==> config.mk <==
export PLATFORM = sky130hd
export DESIGN_NAME = tdc_serial_readout_errmon
export DESIGN_NICKNAME = d
export VERILOG_FILES = /design/src/tdc_readout_pkg.sv /design/src/tdc_serial_readout_errmon.sv
export SDC_FILE = /design/constraint.sdc
export NUM_CORES = 1
export LEC_CHECK = 0
export ABC_CLOCK_PERIOD_IN_PS = 4100
export BUFFER_PORTS_ARGS = -buffer_cell sky130_fd_sc_hd__buf_2
export CORE_ASPECT_RATIO = 1.5
export CORE_MARGIN = 4
export CORE_UTILIZATION = 30
export CTS_BUF_LIST = sky130_fd_sc_hd__clkbuf_16
export DETAILED_ROUTE_END_ITERATION = 10
export GPL_ROUTABILITY_DRIVEN = 0
export PLACE_DENSITY = 0.5
export SETUP_SLACK_MARGIN = 0.5
export SLEW_MARGIN = 10
export SYNTH_ARGS = -nofsm -noshare
export SYNTH_HDL_FRONTEND = slang
export SYNTH_SLANG_ARGS = --single-unit
==> constraint.sdc <==
create_clock -name clk_sys -period 4.1 [get_ports clk_sys]
set_input_delay 0.205 -clock clk_sys [delete_from_list [all_inputs] [get_ports clk_sys]]
set_output_delay 0.205 -clock clk_sys [all_outputs]
set_load 0.03 [all_outputs]
==> src/tdc_readout_pkg.sv <==
// Shared constants, register map and carrier types of the serial readout formatter.
package tdc_readout_pkg;

  // Register byte offsets on the AXI4-Lite slave.
  localparam logic [7:0] REG_CTRL = 8'h00;
  localparam logic [7:0] REG_ERR_ENABLE = 8'h04;
  localparam logic [7:0] REG_ERR_STATUS = 8'h08;
  localparam logic [7:0] REG_TX_STATE = 8'h0C;

  // Control word fields.
  localparam int CTRL_SPEED_LSB = 0;
  localparam int CTRL_STROBE_BIT = 2;
  localparam int CTRL_ID_LSB = 4;
  localparam logic [31:0] CTRL_RESET = 32'h0000_0000;
  localparam logic [8:0] ERR_ENABLE_RESET = 9'h1FF;

  // Hard error bit positions; temporal ones follow in the error word.
  localparam int HERR_N = 9;
  localparam int HERR_FIFO_PAR = 5;
  localparam int HERR_RO_STATE = 6;
  localparam int HERR_CTRL_PAR = 7;
  localparam int HERR_TEST_PAR = 8;
  localparam int HERR_EXT_N = 5;
  localparam int TERR_N = 4;
  localparam int EWORD_N = HERR_N + TERR_N;

  // Packet type codes in bits 31:28.
  localparam logic [3:0] PT_HEADER = 4'hA;
  localparam logic [3:0] PT_TRAILER = 4'hC;
  localparam logic [3:0] PT_MASK = 4'h2;
  localparam logic [3:0] PT_SINGLE = 4'h3;
  localparam logic [3:0] PT_COMBINED = 4'h4;
  localparam logic [3:0] PT_ERROR = 4'h6;
  localparam logic [3:0] PT_DEBUG = 4'h7;

  // Serial frame: start, 32 data, parity, two stops.
  localparam int DATA_BITS = 32;
  localparam int FRAME_BITS = DATA_BITS + 4;
  localparam logic START_LEVEL = 1'b1;
  localparam logic STOP_LEVEL = 1'b0;

  // Bit rates per speed code and the clock period.
  localparam int CLK_PERIOD_NS = 8;
  localparam int RATE0_MBPS = 80;
  localparam int RATE1_MBPS = 40;
  localparam int RATE2_MBPS = 20;
  localparam int RATE3_MBPS = 10;

  function automatic logic [3:0] half_cycles(input int mbps);
    int h;
    h = 1000 / (2 * mbps * CLK_PERIOD_NS);
    if (h < 1)
    begin
      h = 1;
    end
    return h[3:0];
  endfunction : half_cycles

  localparam logic [1:0] RESP_OKAY = 2'b00;
  localparam logic [1:0] RESP_SLVERR = 2'b10;

  typedef struct packed {
    logic [3:0] ptype;
    logic [23:0] body;
    logic par;
  } pkt_s;

  typedef enum logic [1:0] {
    ST_IDLE = 2'b01,
    ST_SEND = 2'b10
  } ro_state_e;

endpackage : tdc_readout_pkg

==> src/tdc_serial_readout_errmon.sv <==
// Serial readout framer with hard and temporal error monitoring behind an AXI4-Lite slave.
// Behaviour
// RL1 - Each packet leaves as start one, 32 data bits, parity, two stop bits.
// RL2 - Bit rate is chosen by a speed code from 80 down to 10 Mbit/s; codes 0 and 1 both give two-cycle bits, 62.5 Mbit/s.
// RL3 - Leading strobe mode drives the serializing clock; receiver samples on its rise.
// RL4 - Transition strobe toggles only when data repeats, one line changes per bit.
// RL5 - Packet bits 31:28 hold type, bits 27:24 the programmed chip identifier.
// RL6 - Only the seven defined type codes are sent; reserved codes are dropped.
// RL7 - Event order: header, measurements, mask flags, error word if any, trailer.
// RL8 - Measurement packets carry channel and time fields supplied by upstream logic.
// RL9 - Nine hard errors have enable bits 8:0 and latched flags at same positions.
// RL10 - Stored readout words carry parity, checked on every read.
// RL11 - State machines are one-hot; an illegal pattern is flagged as an error.
// RL12 - Test instruction carries parity; a corrupted load raises an error.
// RL13 - Control register holds parity; an upset bit raises the control parity error.
// RL14 - Hard errors show in the status register and in the event error word.
// RL15 - Bits 0 to 3: coarse count, channel select, hit buffer, trigger FIFO errors.
// RL16 - Bits 4 to 8: matching state, FIFO parity, readout state, control, test parity.
// RL17 - Temporal overflows appear only in the error word, never in status.
// RL18 - Error word bits 9 to 12: hit, trigger, readout overflows, corrupted hit.
// RL19 - Errors seen during an event produce a dedicated error word for it.
// RL20 - Parity is even over the data bits; the line rests low between frames.
// RL21 - Receiver waits for start one, takes 33 bits, drops frames with bad parity.
//
// Local design decisions: the AXI4-Lite register port and the register offsets.
`timescale 1ns/1ps
`default_nettype none
module tdc_serial_readout_errmon #(
  parameter int ADDR_W = 8
) (
  input wire logic clk_sys, // System clock.
  input wire logic rst_n, // Synchronous reset, low.
  input wire logic [ADDR_W-1:0] s_axi_awaddr, // Write address.
  input wire logic s_axi_awvalid, // Write address valid.
  output logic s_axi_awready, // Write address ready.
  input wire logic [31:0] s_axi_wdata, // Write data.
  input wire logic [3:0] s_axi_wstrb, // Write byte strobes.
  input wire logic s_axi_wvalid, // Write data valid.
  output logic s_axi_wready, // Write data ready.
  output logic [1:0] s_axi_bresp, // Write response.
  output logic s_axi_bvalid, // Write response valid.
  input wire logic s_axi_bready, // Write response ready.
  input wire logic [ADDR_W-1:0] s_axi_araddr, // Read address.
  input wire logic s_axi_arvalid, // Read address valid.
  output logic s_axi_arready, // Read address ready.
  output logic [31:0] s_axi_rdata, // Read data.
  output logic [1:0] s_axi_rresp, // Read response.
  output logic s_axi_rvalid, // Read data valid.
  input wire logic s_axi_rready, // Read data ready.
  input wire tdc_readout_pkg::pkt_s pkt_in, // Packet from the readout store.
  input wire logic pkt_valid, // Packet valid.
  output logic pkt_ready, // Packet taken when high with valid.
  input wire logic [tdc_readout_pkg::HERR_EXT_N-1:0] hard_err_in, // Hard error pulses, bits 4:0.
  input wire logic [tdc_readout_pkg::TERR_N-1:0] temp_err_in, // Overflow pulses, error bits 12:9.
  input wire logic [3:0] test_instr, // Test port instruction.
  input wire logic test_instr_par, // Its parity bit.
  input wire logic test_instr_valid, // Instruction load strobe.
  output logic ser_data, // Serial data line.
  output logic ser_strobe // Strobe line.
);
  import tdc_readout_pkg::*;

  initial
  begin
    if (ADDR_W < 4 || ADDR_W > 32)
    begin
      $error("ADDR_W out of range");
    end
  end

  // Bus slave state.
  logic aw_ready_reg, w_ready_reg, b_valid_reg, ar_ready_reg, r_valid_reg;
  logic aw_held_reg, w_held_reg;
  logic [ADDR_W-1:0] aw_addr_reg;
  logic [31:0] w_data_reg;
  logic [3:0] w_strb_reg;
  logic [1:0] b_resp_reg, r_resp_reg;
  logic [31:0] r_data_reg;
  logic wr_fire;
  logic [7:0] wr_addr, rd_addr;
  logic [31:0] wr_mask;

  // Register contents.
  logic [31:0] ctrl_reg;
  logic ctrl_par_reg;
  logic [HERR_N-1:0] err_en_reg, err_stat_reg, herr_event;
  logic [EWORD_N-1:0] evt_err_reg;
  logic [7:0] drop_cnt_reg;

  // Readout path.
  ro_state_e state_reg;
  logic ready_reg, trl_pend_reg, tx_start_reg, state_err;
  logic [DATA_BITS-1:0] tx_word_reg, trl_word_reg;
  logic take, reserved, pkt_par_bad;
  logic [DATA_BITS-1:0] in_word, err_word;

  // Serializer.
  logic tx_busy_reg, phase_reg, ds_mode_reg, data_reg, strobe_reg;
  logic [FRAME_BITS-1:0] frame_reg;
  logic [5:0] bit_cnt_reg;
  logic [3:0] half_cnt_reg, half_len_reg, half_sel;
  logic tick;

  assign s_axi_awready = aw_ready_reg;
  assign s_axi_wready = w_ready_reg;
  assign s_axi_bvalid = b_valid_reg;
  assign s_axi_bresp = b_resp_reg;
  assign s_axi_arready = ar_ready_reg;
  assign s_axi_rvalid = r_valid_reg;
  assign s_axi_rdata = r_data_reg;
  assign s_axi_rresp = r_resp_reg;
  assign pkt_ready = ready_reg;
  assign ser_data = data_reg;
  assign ser_strobe = strobe_reg;

  assign wr_fire = aw_held_reg && w_held_reg && !b_valid_reg;
  assign wr_addr = 8'(aw_addr_reg);
  assign rd_addr = 8'(s_axi_araddr);
  assign wr_mask = {{8{w_strb_reg[3]}}, {8{w_strb_reg[2]}}, {8{w_strb_reg[1]}}, {8{w_strb_reg[0]}}};

  // Write channel: address and data are taken in either order, the response follows both.
  always_ff @(posedge clk_sys)
  begin
    if (!rst_n)
    begin
      aw_ready_reg <= 1'b1;
      w_ready_reg <= 1'b1;
      aw_held_reg <= 1'b0;
      w_held_reg <= 1'b0;
      aw_addr_reg <= '0;
      w_data_reg <= '0;
      w_strb_reg <= '0;
      b_valid_reg <= 1'b0;
      b_resp_reg <= RESP_OKAY;
    end
    else
    begin
      if (s_axi_awvalid && aw_ready_reg)
      begin
        aw_addr_reg <= s_axi_awaddr;
        aw_held_reg <= 1'b1;
        aw_ready_reg <= 1'b0;
      end
      if (s_axi_wvalid && w_ready_reg)
      begin
        w_data_reg <= s_axi_wdata;
        w_strb_reg <= s_axi_wstrb;
        w_held_reg <= 1'b1;
        w_ready_reg <= 1'b0;
      end
      if (wr_fire)
      begin
        b_valid_reg <= 1'b1;
        b_resp_reg <= (wr_addr == REG_CTRL || wr_addr == REG_ERR_ENABLE ||
                       wr_addr == REG_ERR_STATUS || wr_addr == REG_TX_STATE) ? RESP_OKAY : RESP_SLVERR;
      end
      if (b_valid_reg && s_axi_bready)
      begin
        b_valid_reg <= 1'b0;
        aw_held_reg <= 1'b0;
        w_held_reg <= 1'b0;
        aw_ready_reg <= 1'b1;
        w_ready_reg <= 1'b1;
      end
    end
  end

  // Read channel answers one cycle after the address is taken.
  always_ff @(posedge clk_sys)
  begin
    if (!rst_n)
    begin
      ar_ready_reg <= 1'b1;
      r_valid_reg <= 1'b0;
      r_data_reg <= '0;
      r_resp_reg <= RESP_OKAY;
    end
    else if (s_axi_arvalid && ar_ready_reg)
    begin
      ar_ready_reg <= 1'b0;
      r_valid_reg <= 1'b1;
      r_resp_reg <= RESP_OKAY;
      unique case (rd_addr)
        REG_CTRL: r_data_reg <= ctrl_reg;
        REG_ERR_ENABLE: r_data_reg <= 32'(err_en_reg);
        REG_ERR_STATUS: r_data_reg <= 32'(err_stat_reg); // RL14 RL17
        REG_TX_STATE: r_data_reg <= {16'h0000, drop_cnt_reg, 4'h0, trl_pend_reg, tx_busy_reg, state_reg};
        default:
        begin
          r_data_reg <= '0;
          r_resp_reg <= RESP_SLVERR;
        end
      endcase
    end
    else if (r_valid_reg && s_axi_rready)
    begin
      r_valid_reg <= 1'b0;
      ar_ready_reg <= 1'b1;
    end
  end

  // The parity bit is recomputed only on a bus write, so a later upset shows as a mismatch.
  always_ff @(posedge clk_sys)
  begin
    if (!rst_n)
    begin
      ctrl_reg <= CTRL_RESET;
      ctrl_par_reg <= ^CTRL_RESET; // RL13
    end
    else if (wr_fire && wr_addr == REG_CTRL)
    begin
      ctrl_reg <= (ctrl_reg & ~wr_mask) | (w_data_reg & wr_mask);
      ctrl_par_reg <= ^((ctrl_reg & ~wr_mask) | (w_data_reg & wr_mask)); // RL13
    end
  end

  always_ff @(posedge clk_sys)
  begin
    if (!rst_n)
    begin
      err_en_reg <= ERR_ENABLE_RESET;
    end
    else if (wr_fire && wr_addr == REG_ERR_ENABLE)
    begin
      err_en_reg <= (err_en_reg & ~wr_mask[HERR_N-1:0]) | (w_data_reg[HERR_N-1:0] & wr_mask[HERR_N-1:0]); // RL9
    end
  end

  // Raw hard error events before enabling.
  always_comb
  begin
    herr_event = '0;
    herr_event[HERR_EXT_N-1:0] = hard_err_in; // RL15 RL16
    herr_event[HERR_FIFO_PAR] = pkt_par_bad; // RL10
    herr_event[HERR_RO_STATE] = state_err; // RL11
    herr_event[HERR_CTRL_PAR] = (^ctrl_reg) != ctrl_par_reg; // RL13
    herr_event[HERR_TEST_PAR] = test_instr_valid && ((^test_instr) != test_instr_par); // RL12
  end

  // Sticky status, cleared by writing one; a new event in the clearing cycle wins.
  always_ff @(posedge clk_sys)
  begin
    if (!rst_n)
    begin
      err_stat_reg <= '0;
    end
    else
    begin
      err_stat_reg <= (err_stat_reg & ~((wr_fire && wr_addr == REG_ERR_STATUS) ?
                       (w_data_reg[HERR_N-1:0] & wr_mask[HERR_N-1:0]) : '0)) |
                      (herr_event & err_en_reg); // RL9
    end
  end

  // Per-event error collection; overflows live only here and never reach status.
  always_ff @(posedge clk_sys)
  begin
    if (!rst_n)
    begin
      evt_err_reg <= '0;
    end
    else
    begin
      evt_err_reg <= ((take && !reserved && in_word[31:28] == PT_TRAILER) ? '0 : evt_err_reg) |
                     {temp_err_in, herr_event & err_en_reg}; // RL17 RL18 RL19
    end
  end

  assign in_word = {pkt_in.ptype, ctrl_reg[CTRL_ID_LSB +: 4], pkt_in.body}; // RL5 RL8
  assign take = pkt_valid && ready_reg;
  assign pkt_par_bad = take && ((^{pkt_in.ptype, pkt_in.body}) != pkt_in.par); // RL10
  assign err_word = {PT_ERROR, ctrl_reg[CTRL_ID_LSB +: 4], 11'h000, evt_err_reg}; // RL14 RL18

  always_comb
  begin
    unique case (pkt_in.ptype)
      PT_HEADER, PT_TRAILER, PT_MASK, PT_SINGLE, PT_COMBINED, PT_ERROR, PT_DEBUG: reserved = 1'b0;
      default: reserved = 1'b1; // RL6
    endcase
  end

  // Readout sequencer: an error word is slotted in ahead of the trailer when errors occurred.
  always_ff @(posedge clk_sys)
  begin
    if (!rst_n)
    begin
      state_reg <= ST_IDLE;
      ready_reg <= 1'b1;
      trl_pend_reg <= 1'b0;
      tx_start_reg <= 1'b0;
      tx_word_reg <= '0;
      trl_word_reg <= '0;
      state_err <= 1'b0;
      drop_cnt_reg <= '0;
    end
    else
    begin
      tx_start_reg <= 1'b0;
      state_err <= 1'b0;
      unique case (state_reg)
        ST_IDLE:
        begin
          if (take && reserved)
          begin
            drop_cnt_reg <= drop_cnt_reg + 8'h01; // RL6
          end
          else if (take)
          begin
            ready_reg <= 1'b0;
            tx_start_reg <= 1'b1;
            state_reg <= ST_SEND;
            if (in_word[31:28] == PT_TRAILER && evt_err_reg != '0)
            begin
              tx_word_reg <= err_word; // RL7 RL19
              trl_word_reg <= in_word;
              trl_pend_reg <= 1'b1;
            end
            else
            begin
              tx_word_reg <= in_word; // RL7
            end
          end
        end
        ST_SEND:
        begin
          if (!tx_busy_reg && !tx_start_reg && trl_pend_reg)
          begin
            tx_word_reg <= trl_word_reg; // RL7
            trl_pend_reg <= 1'b0;
            tx_start_reg <= 1'b1;
          end
          else if (!tx_busy_reg && !tx_start_reg)
          begin
            state_reg <= ST_IDLE;
            ready_reg <= 1'b1;
          end
        end
        default:
        begin
          state_err <= 1'b1; // RL11
          state_reg <= ST_IDLE;
          ready_reg <= 1'b1;
          trl_pend_reg <= 1'b0;
        end
      endcase
    end
  end

  always_comb
  begin
    unique case (ctrl_reg[CTRL_SPEED_LSB +: 2])
      2'd0: half_sel = half_cycles(RATE0_MBPS); // RL2
      2'd1: half_sel = half_cycles(RATE1_MBPS);
      2'd2: half_sel = half_cycles(RATE2_MBPS);
      2'd3: half_sel = half_cycles(RATE3_MBPS);
    endcase
  end

  assign tick = tx_busy_reg && half_cnt_reg == 4'h0;

  // Serializer: each bit is two half periods; rate and strobe mode are frozen per frame.
  always_ff @(posedge clk_sys)
  begin
    if (!rst_n)
    begin
      tx_busy_reg <= 1'b0;
      phase_reg <= 1'b1;
      ds_mode_reg <= 1'b0;
      frame_reg <= '0;
      bit_cnt_reg <= '0;
      half_cnt_reg <= '0;
      half_len_reg <= 4'h1;
      data_reg <= STOP_LEVEL;
      strobe_reg <= 1'b0;
    end
    else if (tx_start_reg)
    begin
      tx_busy_reg <= 1'b1;
      phase_reg <= 1'b1;
      half_cnt_reg <= '0;
      half_len_reg <= half_sel; // RL2
      ds_mode_reg <= ctrl_reg[CTRL_STROBE_BIT];
      frame_reg <= {START_LEVEL, tx_word_reg, ^tx_word_reg, STOP_LEVEL, STOP_LEVEL}; // RL1 RL20
      bit_cnt_reg <= 6'(FRAME_BITS);
    end
    else if (tick)
    begin
      half_cnt_reg <= half_len_reg - 4'h1;
      phase_reg <= ~phase_reg;
      if (!phase_reg && !ds_mode_reg)
      begin
        strobe_reg <= 1'b1; // RL3
      end
      else if (phase_reg && bit_cnt_reg == 6'd0)
      begin
        tx_busy_reg <= 1'b0;
        data_reg <= STOP_LEVEL; // RL20
        if (!ds_mode_reg)
        begin
          strobe_reg <= 1'b0;
        end
      end
      else if (phase_reg)
      begin
        data_reg <= frame_reg[FRAME_BITS-1]; // RL1
        frame_reg <= {frame_reg[FRAME_BITS-2:0], 1'b0};
        bit_cnt_reg <= bit_cnt_reg - 6'd1;
        if (!ds_mode_reg)
        begin
          strobe_reg <= 1'b0; // RL3
        end
        else if (frame_reg[FRAME_BITS-1] == data_reg)
        begin
          strobe_reg <= ~strobe_reg; // RL4
        end
      end
    end
    else if (tx_busy_reg)
    begin
      half_cnt_reg <= half_cnt_reg - 4'h1;
    end
  end

endmodule : tdc_serial_readout_errmon
`default_nettype wire
==> run summary, run 1 <==
The pin count of the biggest net entering global routing is 129. The switching power is between 1.5 and 2 mW. In this run the deepest clock path goes through 3 buffers.

The register area came out at 5570 um^2. In this run the worst hold path is classified as input pin to register. The count of flip-flops with a built-in enable after synthesis came out at 0. The relative slew slack is roughly 25%. The total I/O pin count came out at 148. The number of port buffers came out at between 100 and 150. With fillers left out, the area of the finished cells amounts to approximately 16000 um^2. The area occupied by multi-input gates came out at 6870 um^2.

Setup repair after global routing left no endpoint under its margin. The clock-pin slew of the registers on the worst-case setup and hold paths came out at roughly 0.060 ns. Net switching is between 20% and 30% of the power. The number of distinct library cell variants in the gate-level netlist after synthesis is 53. The area of the core region is 42800 um^2. The portion of synthesized cell area occupied by the leading cell type is ~43%. The clock insertion delay at the later pin of the skew report came out at about 0.56 ns. Ranked by total cell area, the synthesized netlist is headed by sky130_fd_sc_hd__dfxtp_1, sky130_fd_sc_hd__nand2_1, sky130_fd_sc_hd__xnor2_1, sky130_fd_sc_hd__a21boi_0, sky130_fd_sc_hd__mux2i_1. The number of buffers added to fix hold violations after cts is between 90 and 100. Measured on the finished design, the core utilization comes to 37.1%. Detailed placement finished with a half-perimeter wire length of 25.9 mm. The synthesized area divided by synthesized cell count is between 8 and 9 um^2. The number of global-route vias before repair is about 11000. The worst setup skew after layout came out at about 0.013 ns. After synthesis, the share of flip-flops with an asynchronous set or reset is 0%. The number of gates resized after CTS was 0. The count of warnings emitted by yosys is 0. In this run, the clock network consumes 40.3% of the power. The worst vdd rail ir drop is 0.000339 V. The clock buffer count from CTS came out at 30.

Per report_power, the combinational group accounts for 12.8% of the total. The number of maximum-capacitance constraint violations is 0. The data required time at the worst endpoint is 4.54 ns.

From synthesis to final layout, the design area changed by 22.4%. The number of antenna cells inserted is 0. The final count of negative-setup-slack endpoints came out at 0. In this run the worst path has a maximum fanout of 28. The total number of vias came out at about 11000. The via density per instance is roughly 4.7.

The number of hold violations in the final report came out at 0. The cell area after synthesis came out at 13000 um^2. The chip height came out at 263 um. The placed cell area is roughly 14000 um^2.

The flip-flop count of the largest register, all copies and words added came out at 34. The total grt overflow came out at 0. The antenna violation net count after detailed routing came out at 0.

The aggregate global-route resource usage is roughly 15%. The number of max-slew violations in the final report came out at 0. The post-route netlist has 12.2% of its cells at a drive strength greater than 1.

The layout filler cell count came out at roughly 4600. The completed layout was analyzed and its total power is about 6.2 mW. Of all cell types, the one taking the most synthesized area is sky130_fd_sc_hd__dfxtp_1. In this run, the number of DRC markers left after iteration 0 of detailed routing was around 470. The post-synthesis sequential area ratio came out at about 43%. The TritonCTS sink count is 278. The total negative slack for setup checks came out at 0 ns. The row count is a little over 90. After layout, the worst path uses 74.5% of the clock period.

The wire length of the first global-routing pass is slightly below 60 mm. The worst setup path is of the register to register kind. Counting flops and latches in the post-synthesis netlist gives 278. The area of the die came out at between 40000 and 50000 um^2. The maximum level of the CTS H-tree is 1.

After detailed routing, the total wire length is 36.0 mm. The CTS root buffer is sky130_fd_sc_hd__clkbuf_16. The number of setup buffers added after CTS came out at 0.

The leakage power came out at 6.16 nW. The run finished with clean final reports. For this run, the post-layout net count is roughly 1800. STA classifies the critical path endpoint as a register. The worst setup path is launched from a register.

After detailed routing, the average wire length per cell comes to around 16 um. The die width came out at roughly 180 um. The initial antenna violation count came out at 0. Static timing analysis puts the maximum clock frequency at between 300 and 400 MHz. The internal cell power came out at ~4.6 mW. The number of optimization iterations in the first detailed-route pass is 6. The arrival time of the worst setup path came out at 3.50 ns. The power per cell area is ~390 nW/um^2.

Synthesis handed over a netlist of between 1000 and 1500 instances. The time the final worst path needs with I/O delays and setup came out at about 3.1 ns. Once the floorplan was initialized, standard cells occupied roughly 30% of the core. The worst hold margin came out at 0.0327 ns. The final routed DRC violation total came out at 0.

For this run, the leading register cell type out of synthesis is sky130_fd_sc_hd__dfxtp_1. TritonCTS built the clock tree. The transition time at the pin with the least slew margin came out at 1.13 ns. The part of the power in registers came out at 46.9%.
[power by group through the flow]
stage / clock, mW / combinational [mW] / sequential (mW)
2_1_floorplan: 0 / 0.540 / 2.93
3_3_place_gp: 0 / 0.736 / 2.97
3_5_place_dp: 0 / 0.742 / 2.97
4_1_cts: 2.60 / 0.814 / 2.91
5_1_grt: 2.71 / 0.887 / 2.92
6_report: 2.50 / 0.796 / 2.91
[layout by cell type, fill, tap and decap left out, types with 3 or more instances in the layout]
master / instances
sky130_fd_sc_hd__nand2_1: 280
sky130_fd_sc_hd__dfxtp_1: 277
sky130_fd_sc_hd__buf_2: 144
sky130_fd_sc_hd__a21boi_0: 132
sky130_fd_sc_hd__xnor2_1: 119
sky130_fd_sc_hd__dlygate4sd3_1: 91
sky130_fd_sc_hd__nor2b_1: 57
sky130_fd_sc_hd__mux2i_1: 56
sky130_fd_sc_hd__nand3_1: 53
sky130_fd_sc_hd__o21ai_0: 50
sky130_fd_sc_hd__a22oi_1: 47
sky130_fd_sc_hd__and2_1: 46
sky130_fd_sc_hd__nor2_1: 40
sky130_fd_sc_hd__a21oi_1: 37
sky130_fd_sc_hd__o21ai_1: 32
sky130_fd_sc_hd__clkbuf_16: 31
sky130_fd_sc_hd__inv_1: 28
sky130_fd_sc_hd__xor2_1: 17
sky130_fd_sc_hd__ha_1: 16
sky130_fd_sc_hd__a21o_1: 13
sky130_fd_sc_hd__a221oi_1: 13
sky130_fd_sc_hd__clkinv_1: 13
sky130_fd_sc_hd__buf_4: 13
sky130_fd_sc_hd__nor3_1: 10
sky130_fd_sc_hd__nor4_1: 9
sky130_fd_sc_hd__nand4_1: 6
sky130_fd_sc_hd__mux4_2: 5
sky130_fd_sc_hd__o22ai_1: 4
sky130_fd_sc_hd__o21a_1: 4
sky130_fd_sc_hd__o211a_1: 4
sky130_fd_sc_hd__and3_1: 3
sky130_fd_sc_hd__or3_1: 3
sky130_fd_sc_hd__nand3b_1: 3
sky130_fd_sc_hd__nand2b_1: 3
[cell type report]
cell class,count,share of cell area (%)
Inverter,24,0.568
Timing Repair Buffer,249,11.0
Clock buffer,31,4.89
Clock inverter,20,0.702
Sequential cell,278,35.1
Tap cell,570,4.49
Multi-Input combinational cell,1084,43.3
[routing by layer]
layer  GRT usage, %  vias up  part of all wire [%]
met1           17.6     5015                    40
met2           28.9      164                    54
met3           1.77       56                   3.2
met5              0        -                     0
li1               -     5387                     -
met4           5.00        0                   2.9
[cells in the mapped netlist, drive strengths merged (4+ instances only)]
master  number
a221oi      13
nand2      280
dfxtp      278
a21o        13
xor2        17
buf         19
mux4         5
a21boi     134
a21oi       37
o21ai       82
o22ai        4
nor2        40
nand3       54
inv         24
a22oi       47
nor4        10
and2        46
ha          16
mux2i       56
clkbuf      78
xnor2      119
o21a         4
nand4        6
nor2b       57
nor3        11
o211a        4
[path summary, 6_finish.rpt]
path,cells after the start,startpoint,slack [ns],end
min reg2reg,2,trl_word_reg[20],0.46,trl_word_reg[20]
min,3,s_axi_bready,0.03,w_held_reg
max,6,state_reg[0],1.04,tx_word_reg[9]
max reg2reg,6,state_reg[0],1.04,tx_word_reg[9]
[through the flow]
stage	std cells	worst slack [ns]
after detailed placement	2114	1.10
final	2256	1.04
after CTS	2256	1.09
after floorplan	1483	1.94
after global routing	2256	0.747
after global placement	2114	1.16
[critical path: stages (launching register included)]
cell	delay (ns)
sky130_fd_sc_hd__dfxtp_1	0.38
sky130_fd_sc_hd__inv_1	0.09
sky130_fd_sc_hd__ha_1	0.91
sky130_fd_sc_hd__a21o_1	0.60
sky130_fd_sc_hd__nand2_1	0.47
sky130_fd_sc_hd__a221oi_1	0.41
sky130_fd_sc_hd__nor2b_1	0.07
[kinds of logic (layout without fill, tap and decap cells)]
family          count (synthesis)  in the layout  share of synthesized area, %
simple gates                  523            523                          18.7
compound gates                343            343                          17.8
flops                         278            278                          42.9
xor+xnor                      138            138                          9.55
buf+inv                       121            324                          4.16
mux                            62             62                          5.28
fa+ha+maj                      16             16                          1.54
other cells                     1              2                        0.0289
(Power assumes the default switching activity.)
==> run 2: changes to the inputs <==
- ABC_CLOCK_PERIOD_IN_PS: 4100 -> 3000
- clock period: 4.1 -> 3 ns (I/O delays scaled with it)
==> run summary, run 2 (synthesized netlist as in run 1, its figures left out) <==
Outcome: finished, final reports clean (unchanged). The pin count of the biggest net entering global routing is 96 (was 129). The clock-pin slew of the registers on the worst-case setup and hold paths was 0.06 ns (about the same). Most used cells in the layout excluding fill and tap cells: sky130_fd_sc_hd__nand2_1, sky130_fd_sc_hd__dfxtp_1, sky130_fd_sc_hd__buf_2 (unchanged). The initial antenna violation count came out at 0 (unchanged).

The clock buffer count from CTS was 29 (was 30). The final critical path takes up roughly 78% of the cycle. The worst min-delay path category is input pin to register (unchanged). The worst setup skew after layout was 0.00990 ns (was 0.0134 ns). The path type of the worst setup path was input pin to register (was register to register).

The commonest non-fill, non-tap cell in the layout is sky130_fd_sc_hd__nand2_1 (unchanged). The relative slew slack was 55.3% (was 24.8%). The arrival time of the worst setup path came out at 2.78 ns (was 3.50 ns). The final count of negative-setup-slack endpoints came out at 0 (unchanged). The total number of vias is 10700 (was 10600). The HPWL reported at the end of detailed placement is 26.4 mm (was 25.9 mm). The flip-flop count of the largest register, all copies and words added came out at 34 (unchanged).

The startpoint kind of the worst setup timing path is an input pin (was register). The smallest clock period supported by the final layout is computed as between 2 and 2.5 ns. The number of optimization iterations in the first detailed-route pass came to 5 (was 6).

The leakage power is 6.27 nW (was 6.16 nW). The area of the core region is 42800 um^2 (unchanged). The maximum level of the CTS H-tree is 1 (unchanged). The DRC violation total after the first TritonRoute iteration came out at 375 (was 466).

RSZ-0062 raised after global routing: true (was false). The total power draw came out at 8.52 mW (was 6.20 mW). The number of maximum-capacitance constraint violations came out at 0 (unchanged). The chip height came out at 263 um (unchanged). The number of global-route vias before repair came out at 10700 (about the same). The CTS root buffer was sky130_fd_sc_hd__clkbuf_16 (unchanged).

The number of setup buffers added after CTS is 0 (unchanged). The number of nets in the final layout came out at 1805 (was 1787). The number of port buffers came to 145 (unchanged).

The total grt overflow is 0 (unchanged). The nature of the critical path endpoint is a register (unchanged). The number of max-slew violations in the final report came out at 0 (unchanged). The row count was 93 (unchanged). The worst vdd rail ir drop came out at 0.000375 V (was 0.000339 V). The via density per instance is 4.69 (was 4.71). The total I/O pin count is 148 (unchanged). The number of buffers between clock root and the deepest sink came out at 3 (unchanged).

The number of hold violations in the final report is 0 (unchanged). The TritonCTS sink count came out at 278 (unchanged). The maximum fanout encountered on the critical timing path is 21 (was 28). The total negative slack for setup checks came out at 0 ns (unchanged).

The total routed wirelength is 37.0 mm (was 36.0 mm). The share of layout cells above drive strength 1 is 13.1% (was 12.2%). The power per cell area came out at 530 nW/um^2 (was 391 nW/um^2). The area added between synthesis and finish came out at 24.0% (was 22.4%).

The register area came out at 5570 um^2 (unchanged). The initial cell density of the core came out at 30.3% (unchanged). The layout filler cell count came out at 4462 (was 4582).

The worst setup slack for register-to-register paths was 0.71 ns (was 1.04 ns). The transition time at the pin with the least slew margin came to 0.671 ns (was 1.13 ns). The area of the die is 46700 um^2 (unchanged).

The average wire per standard cell came out at 16.3 um (was 16.0 um). The clock insertion delay at the later pin of the skew report came out at 0.56 ns (about the same). The die width is 178 um (unchanged). The data required time at the worst endpoint is 3.44 ns (was 4.54 ns). The number of antenna cells inserted is 0 (unchanged). The aggregate global-route resource usage is 15.7% (was 15.3%).

The wire length of the first global-routing pass is 58.8 mm (was 57.9 mm). The area occupied by multi-input gates is 6870 um^2 (about the same). The antenna violation net count after detailed routing is 0 (unchanged). Static timing analysis puts the maximum clock frequency at roughly 430 MHz. The final routed DRC violation total was 0 (unchanged). The TritonCTS clock tree was done (unchanged).
## run 2: cell types whose count changed in the layout (fill, tap and decap cells not counted), moves of 2 or more
cell	previous run	this run
sky130_fd_sc_hd__buf_12	0	4
sky130_fd_sc_hd__clkinv_4	2	0
sky130_fd_sc_hd__clkinv_1	13	6
sky130_fd_sc_hd__clkbuf_16	31	29
sky130_fd_sc_hd__dlygate4sd3_1	91	99
sky130_fd_sc_hd__buf_4	13	20
sky130_fd_sc_hd__clkinvlp_4	0	2
sky130_fd_sc_hd__clkinv_2	0	6
## run 2: worst paths after layout
| kind | endpoint | start | cells past startpoint |
|---|---|---|---|
| worst min register to register | trl_word_reg[16] | trl_word_reg[16] | 2 |
| worst max register to register | frame_reg[35] | bit_cnt_reg[2] | 6 |
| worst max-delay path | tx_word_reg[20] | pkt_in[28] | 12 |
| worst min-delay path | err_stat_reg[8] | test_instr[1] | 4 |
## run 2: cell type report
class / count / area share, %
multi-input combinational: 1084 / 42.8
sequential: 278 / 34.6
timing repair buffer: 268 / 12.1
clock buffer: 29 / 4.51
tap: 570 / 4.44
clock inverter: 22 / 0.965
inverter: 24 / 0.560
## run 2: per-layer routing
metal	share of wire (%)	GRT usage [%]	up-vias
met5	0	0	-
met4	2.4	4.37	0
met3	3.1	1.90	53
met2	54	30.1	168
met1	41	17.9	5024
li1	-	-	5430
## run 2: what timing repair did
item	4_1_cts	5_1_grt
hold endpoints to repair	99	0
hold buffers	99	0
endpoints found under the setup margin	0	23
resized for setup	0	2
## run 2: power by group
part	total, mW	switching (mW)	internal [mW]
clock network	3.43	1.51	1.92
logic	1.11	0.558	0.550
registers	3.98	0.156	3.83
total	8.52	2.22	6.29
## run 2: critical path, stage by stage
cell                            delay [ns]
sky130_fd_sc_hd__dlygate4sd3_1        0.52
sky130_fd_sc_hd__buf_2                0.13
sky130_fd_sc_hd__inv_1                0.07
sky130_fd_sc_hd__ha_1                 0.20
sky130_fd_sc_hd__o21ai_0              0.26
sky130_fd_sc_hd__and3_1               0.36
sky130_fd_sc_hd__nor2_1               0.12
sky130_fd_sc_hd__a21o_1               0.19
sky130_fd_sc_hd__buf_4                0.19
sky130_fd_sc_hd__and2_2               0.32
sky130_fd_sc_hd__o21ai_0              0.19
sky130_fd_sc_hd__a21oi_1              0.06
## run 2: through the flow
step	util [%]	cell area, um^2	hold slack (ns)	worst slack [ns]	instances
6_report	37.5	16100	0.0388	0.656	2275
5_1_grt	37.5	16100	0.0574	0.499	2275
4_1_cts	37.5	16100	0.0378	0.611	2275
3_5_place_dp	33.2	14200	0.368	0.585	2125
3_3_place_gp	33.2	14200	0.359	0.676	2125
2_1_floorplan	-	13000	0.250	0.839	1483
==> run 3: changes to the inputs <==
- ABC_CLOCK_PERIOD_IN_PS: 3000 -> 2400
- clock period: 3 -> 2.4 ns (I/O delays scaled with it)
==> run summary, run 3 (synthesized netlist as in run 1, its figures left out) <==
The worst hold margin came out at -0.00386 ns (was 0.0388 ns). Most used cells in the layout excluding fill and tap cells: sky130_fd_sc_hd__nand2_1, sky130_fd_sc_hd__dfxtp_1, sky130_fd_sc_hd__buf_2 (unchanged). Counting I/O delays and the setup requirement, the final critical path takes roughly 2.0 ns. The share of power burned in combinational logic came to 13.7% (was 13.0%). The number of port buffers is 145 (unchanged).

The HPWL reported at the end of detailed placement came to 26.6 mm (was 26.4 mm). The CTS root buffer is sky130_fd_sc_hd__clkbuf_16 (unchanged). The clock insertion delay at the later pin of the skew report came out at 0.57 ns (was 0.56 ns). The relative slew slack came out at 64.5% (was 55.3%). The DRC violation total after the first TritonRoute iteration is 405 (was 375).

The worst setup slack for register-to-register paths is 0.35 ns (was 0.71 ns). The pin count of the biggest net entering global routing came out at 63 (was 96). Timing would allow up to between 400 and 500 MHz.

The number of optimization iterations in the first detailed-route pass is 4 (was 5). The final routed DRC violation total came out at 0 (unchanged). The number of instances in the placed design came out at 2153 (was 2125). The transition time at the pin with the least slew margin was 0.531 ns (was 0.671 ns). The total routed wirelength came out at 38.0 mm (was 37.0 mm). The final worst-path cycle share is ~85%. The initial cell density of the core came out at 30.3% (unchanged). The final reports fail on hold timing. The TritonCTS sink count came out at 278 (unchanged). The share of layout cells above drive strength 1 came out at 18.7% (was 13.1%). The worst setup skew after layout came out at 0.0153 ns (was 0.00990 ns). The number of maximum-capacitance constraint violations was 0 (unchanged). The clock-pin slew of the registers on the worst-case setup and hold paths is 0.06 ns (about the same). The total I/O pin count came out at 148 (unchanged). The internal cell power is 7.97 mW (was 6.29 mW). The path type of the worst setup path is register to register (was input pin to register).

The power per cell area was 641 nW/um^2 (was 530 nW/um^2). The number of nets in the final layout came out at 1861 (was 1805). The leakage power is 6.66 nW (was 6.27 nW). The number of hold violations in the final report is 2 (was 0).

The nature of the critical path endpoint was a register (unchanged). The clock buffer count from CTS is 31 (was 29). The total number of vias came out at 11000 (was 10700).

The maximum fanout encountered on the critical timing path came out at 8 (was 21). The final setup slack of the worst path came out at 0.352 ns (was 0.656 ns). The area of the die is 46700 um^2 (unchanged). The die width came out at 178 um (unchanged). The final count of negative-setup-slack endpoints is 0 (unchanged). The number of buffers between clock root and the deepest sink is 3 (unchanged).

The number of global-route vias before repair came out at 11200 (was 10700). The average wire per standard cell came to 16.3 um (about the same). The row count is 93 (unchanged). The data required time at the worst endpoint is 2.85 ns (was 3.44 ns).

The initial antenna violation count came to 0 (unchanged). The arrival time of the worst setup path is 2.50 ns (was 2.78 ns). The switching power is 2.87 mW (was 2.22 mW). The antenna violation net count after detailed routing is 0 (unchanged). The wire length of the first global-routing pass is 60.3 mm (was 58.8 mm).

The area of the core region was 42800 um^2 (unchanged). The maximum level of the CTS H-tree came out at 1 (unchanged). The number of antenna cells inserted came to 0 (unchanged). The via density per instance came out at 4.71 (was 4.69). The commonest non-fill, non-tap cell in the layout is sky130_fd_sc_hd__nand2_1 (unchanged).

The startpoint kind of the worst setup timing path is a register (was input pin). The part of the power in registers is 45.7% (was 46.8%). The worst setup slack after placement is 0.0827 ns (was 0.585 ns). The number of standard cells in the final layout excluding fillers came out at 2334 (was 2275). The chip height came to 263 um (unchanged). The aggregate global-route resource usage came out at 16.0% (was 15.7%). The flip-flop count of the largest register, all copies and words added came out at 34 (unchanged). The worst vdd rail ir drop was 0.000627 V (was 0.000375 V).

Outcome: finished, violations left (was finished, final reports clean). The total negative slack for setup checks came out at 0 ns (unchanged). The layout filler cell count is 4441 (was 4462). The worst min-delay path category is input pin to register (unchanged). The TritonCTS clock tree is done (unchanged).

The total grt overflow is 0 (unchanged). The portion of total power attributed to the clock network is 40.6% (was 40.2%). The area added between synthesis and finish came out at 30.5% (was 24.0%).

The switching part of the total is 26.5% (was 26.1%). RSZ-0062 raised after global routing: true (unchanged). The number of max-slew violations in the final report is 0 (unchanged).
run 3: routing by layer:
layer | global-route usage (%) | wire length (um)
met5 | 0 | 0
met4 | 4.64 | 961
met3 | 1.81 | 1110
met2 | 31.3 | 21200
met1 | 17.6 | 14700
run 3: path summary, 6_finish.rpt:
check,from,end,cells past startpoint
max,bit_cnt_reg[3],frame_reg[30],8
min,test_instr[1],err_stat_reg[8],4
max reg2reg,bit_cnt_reg[3],frame_reg[30],8
min reg2reg,trl_word_reg[20],trl_word_reg[20],2
run 3: layout make-up:
| class | count | area, um^2 | area share [%] |
|---|---|---|---|
| clock inverter | 25 | 146 | 0.865 |
| inverter | 24 | 90.1 | 0.533 |
| timing repair buffer | 322 | 2460 | 14.5 |
| tap | 570 | 713 | 4.22 |
| sequential | 278 | 5580 | 33.0 |
| multi-input combinational | 1084 | 7150 | 42.3 |
| clock buffer | 31 | 776 | 4.59 |
run 3: timing repair:
item | in CTS | in global routing
gates cloned | 3 | 2
buffers inserted | 8 | 12
pin swaps | 16 | 16
hold buffers | 100 | 0
gates resized for setup | 35 | 49
setup endpoints to repair | 111 | 143
endpoints found under the hold margin | 118 | 0
run 3: metrics by stage:
| step | total power, mW | util, % | instance area, um^2 | hold WS (ns) |
|---|---|---|---|---|
| after global placement | 6.36 | 33.6 | 14400 | 0.328 |
| after CTS | 11.0 | 38.7 | 16600 | 0.0111 |
| final | 10.8 | 39.5 | 16900 | -0.00386 |
| after detailed placement | 6.38 | 33.6 | 14400 | 0.343 |
| after floorplan | 5.93 | - | 13000 | 0.220 |
| after global routing | 11.3 | 39.5 | 16900 | 0.0304 |
run 3: power groups by stage:
| stage | Sequential (mW) | Clock (mW) | Combinational, mW |
|---|---|---|---|
| floorplan | 5.01 | 0 | 0.923 |
| global placement | 5.05 | 0 | 1.31 |
| detailed placement | 5.05 | 0 | 1.32 |
| CTS | 4.95 | 4.54 | 1.48 |
| global route | 4.98 | 4.72 | 1.65 |
| finish | 4.95 | 4.40 | 1.49 |
run 3: critical path, cell delays in order, from the launching register on:
cell and delay, ns:
sky130_fd_sc_hd__dfxtp_2 0.32, sky130_fd_sc_hd__or3_4 0.38, sky130_fd_sc_hd__or3b_4 0.40, sky130_fd_sc_hd__nand3_4 0.13, sky130_fd_sc_hd__buf_4 0.13, sky130_fd_sc_hd__buf_8 0.13, sky130_fd_sc_hd__mux2i_2 0.22, sky130_fd_sc_hd__o21ai_1 0.07
sky130_fd_sc_hd__and2_1 0.14
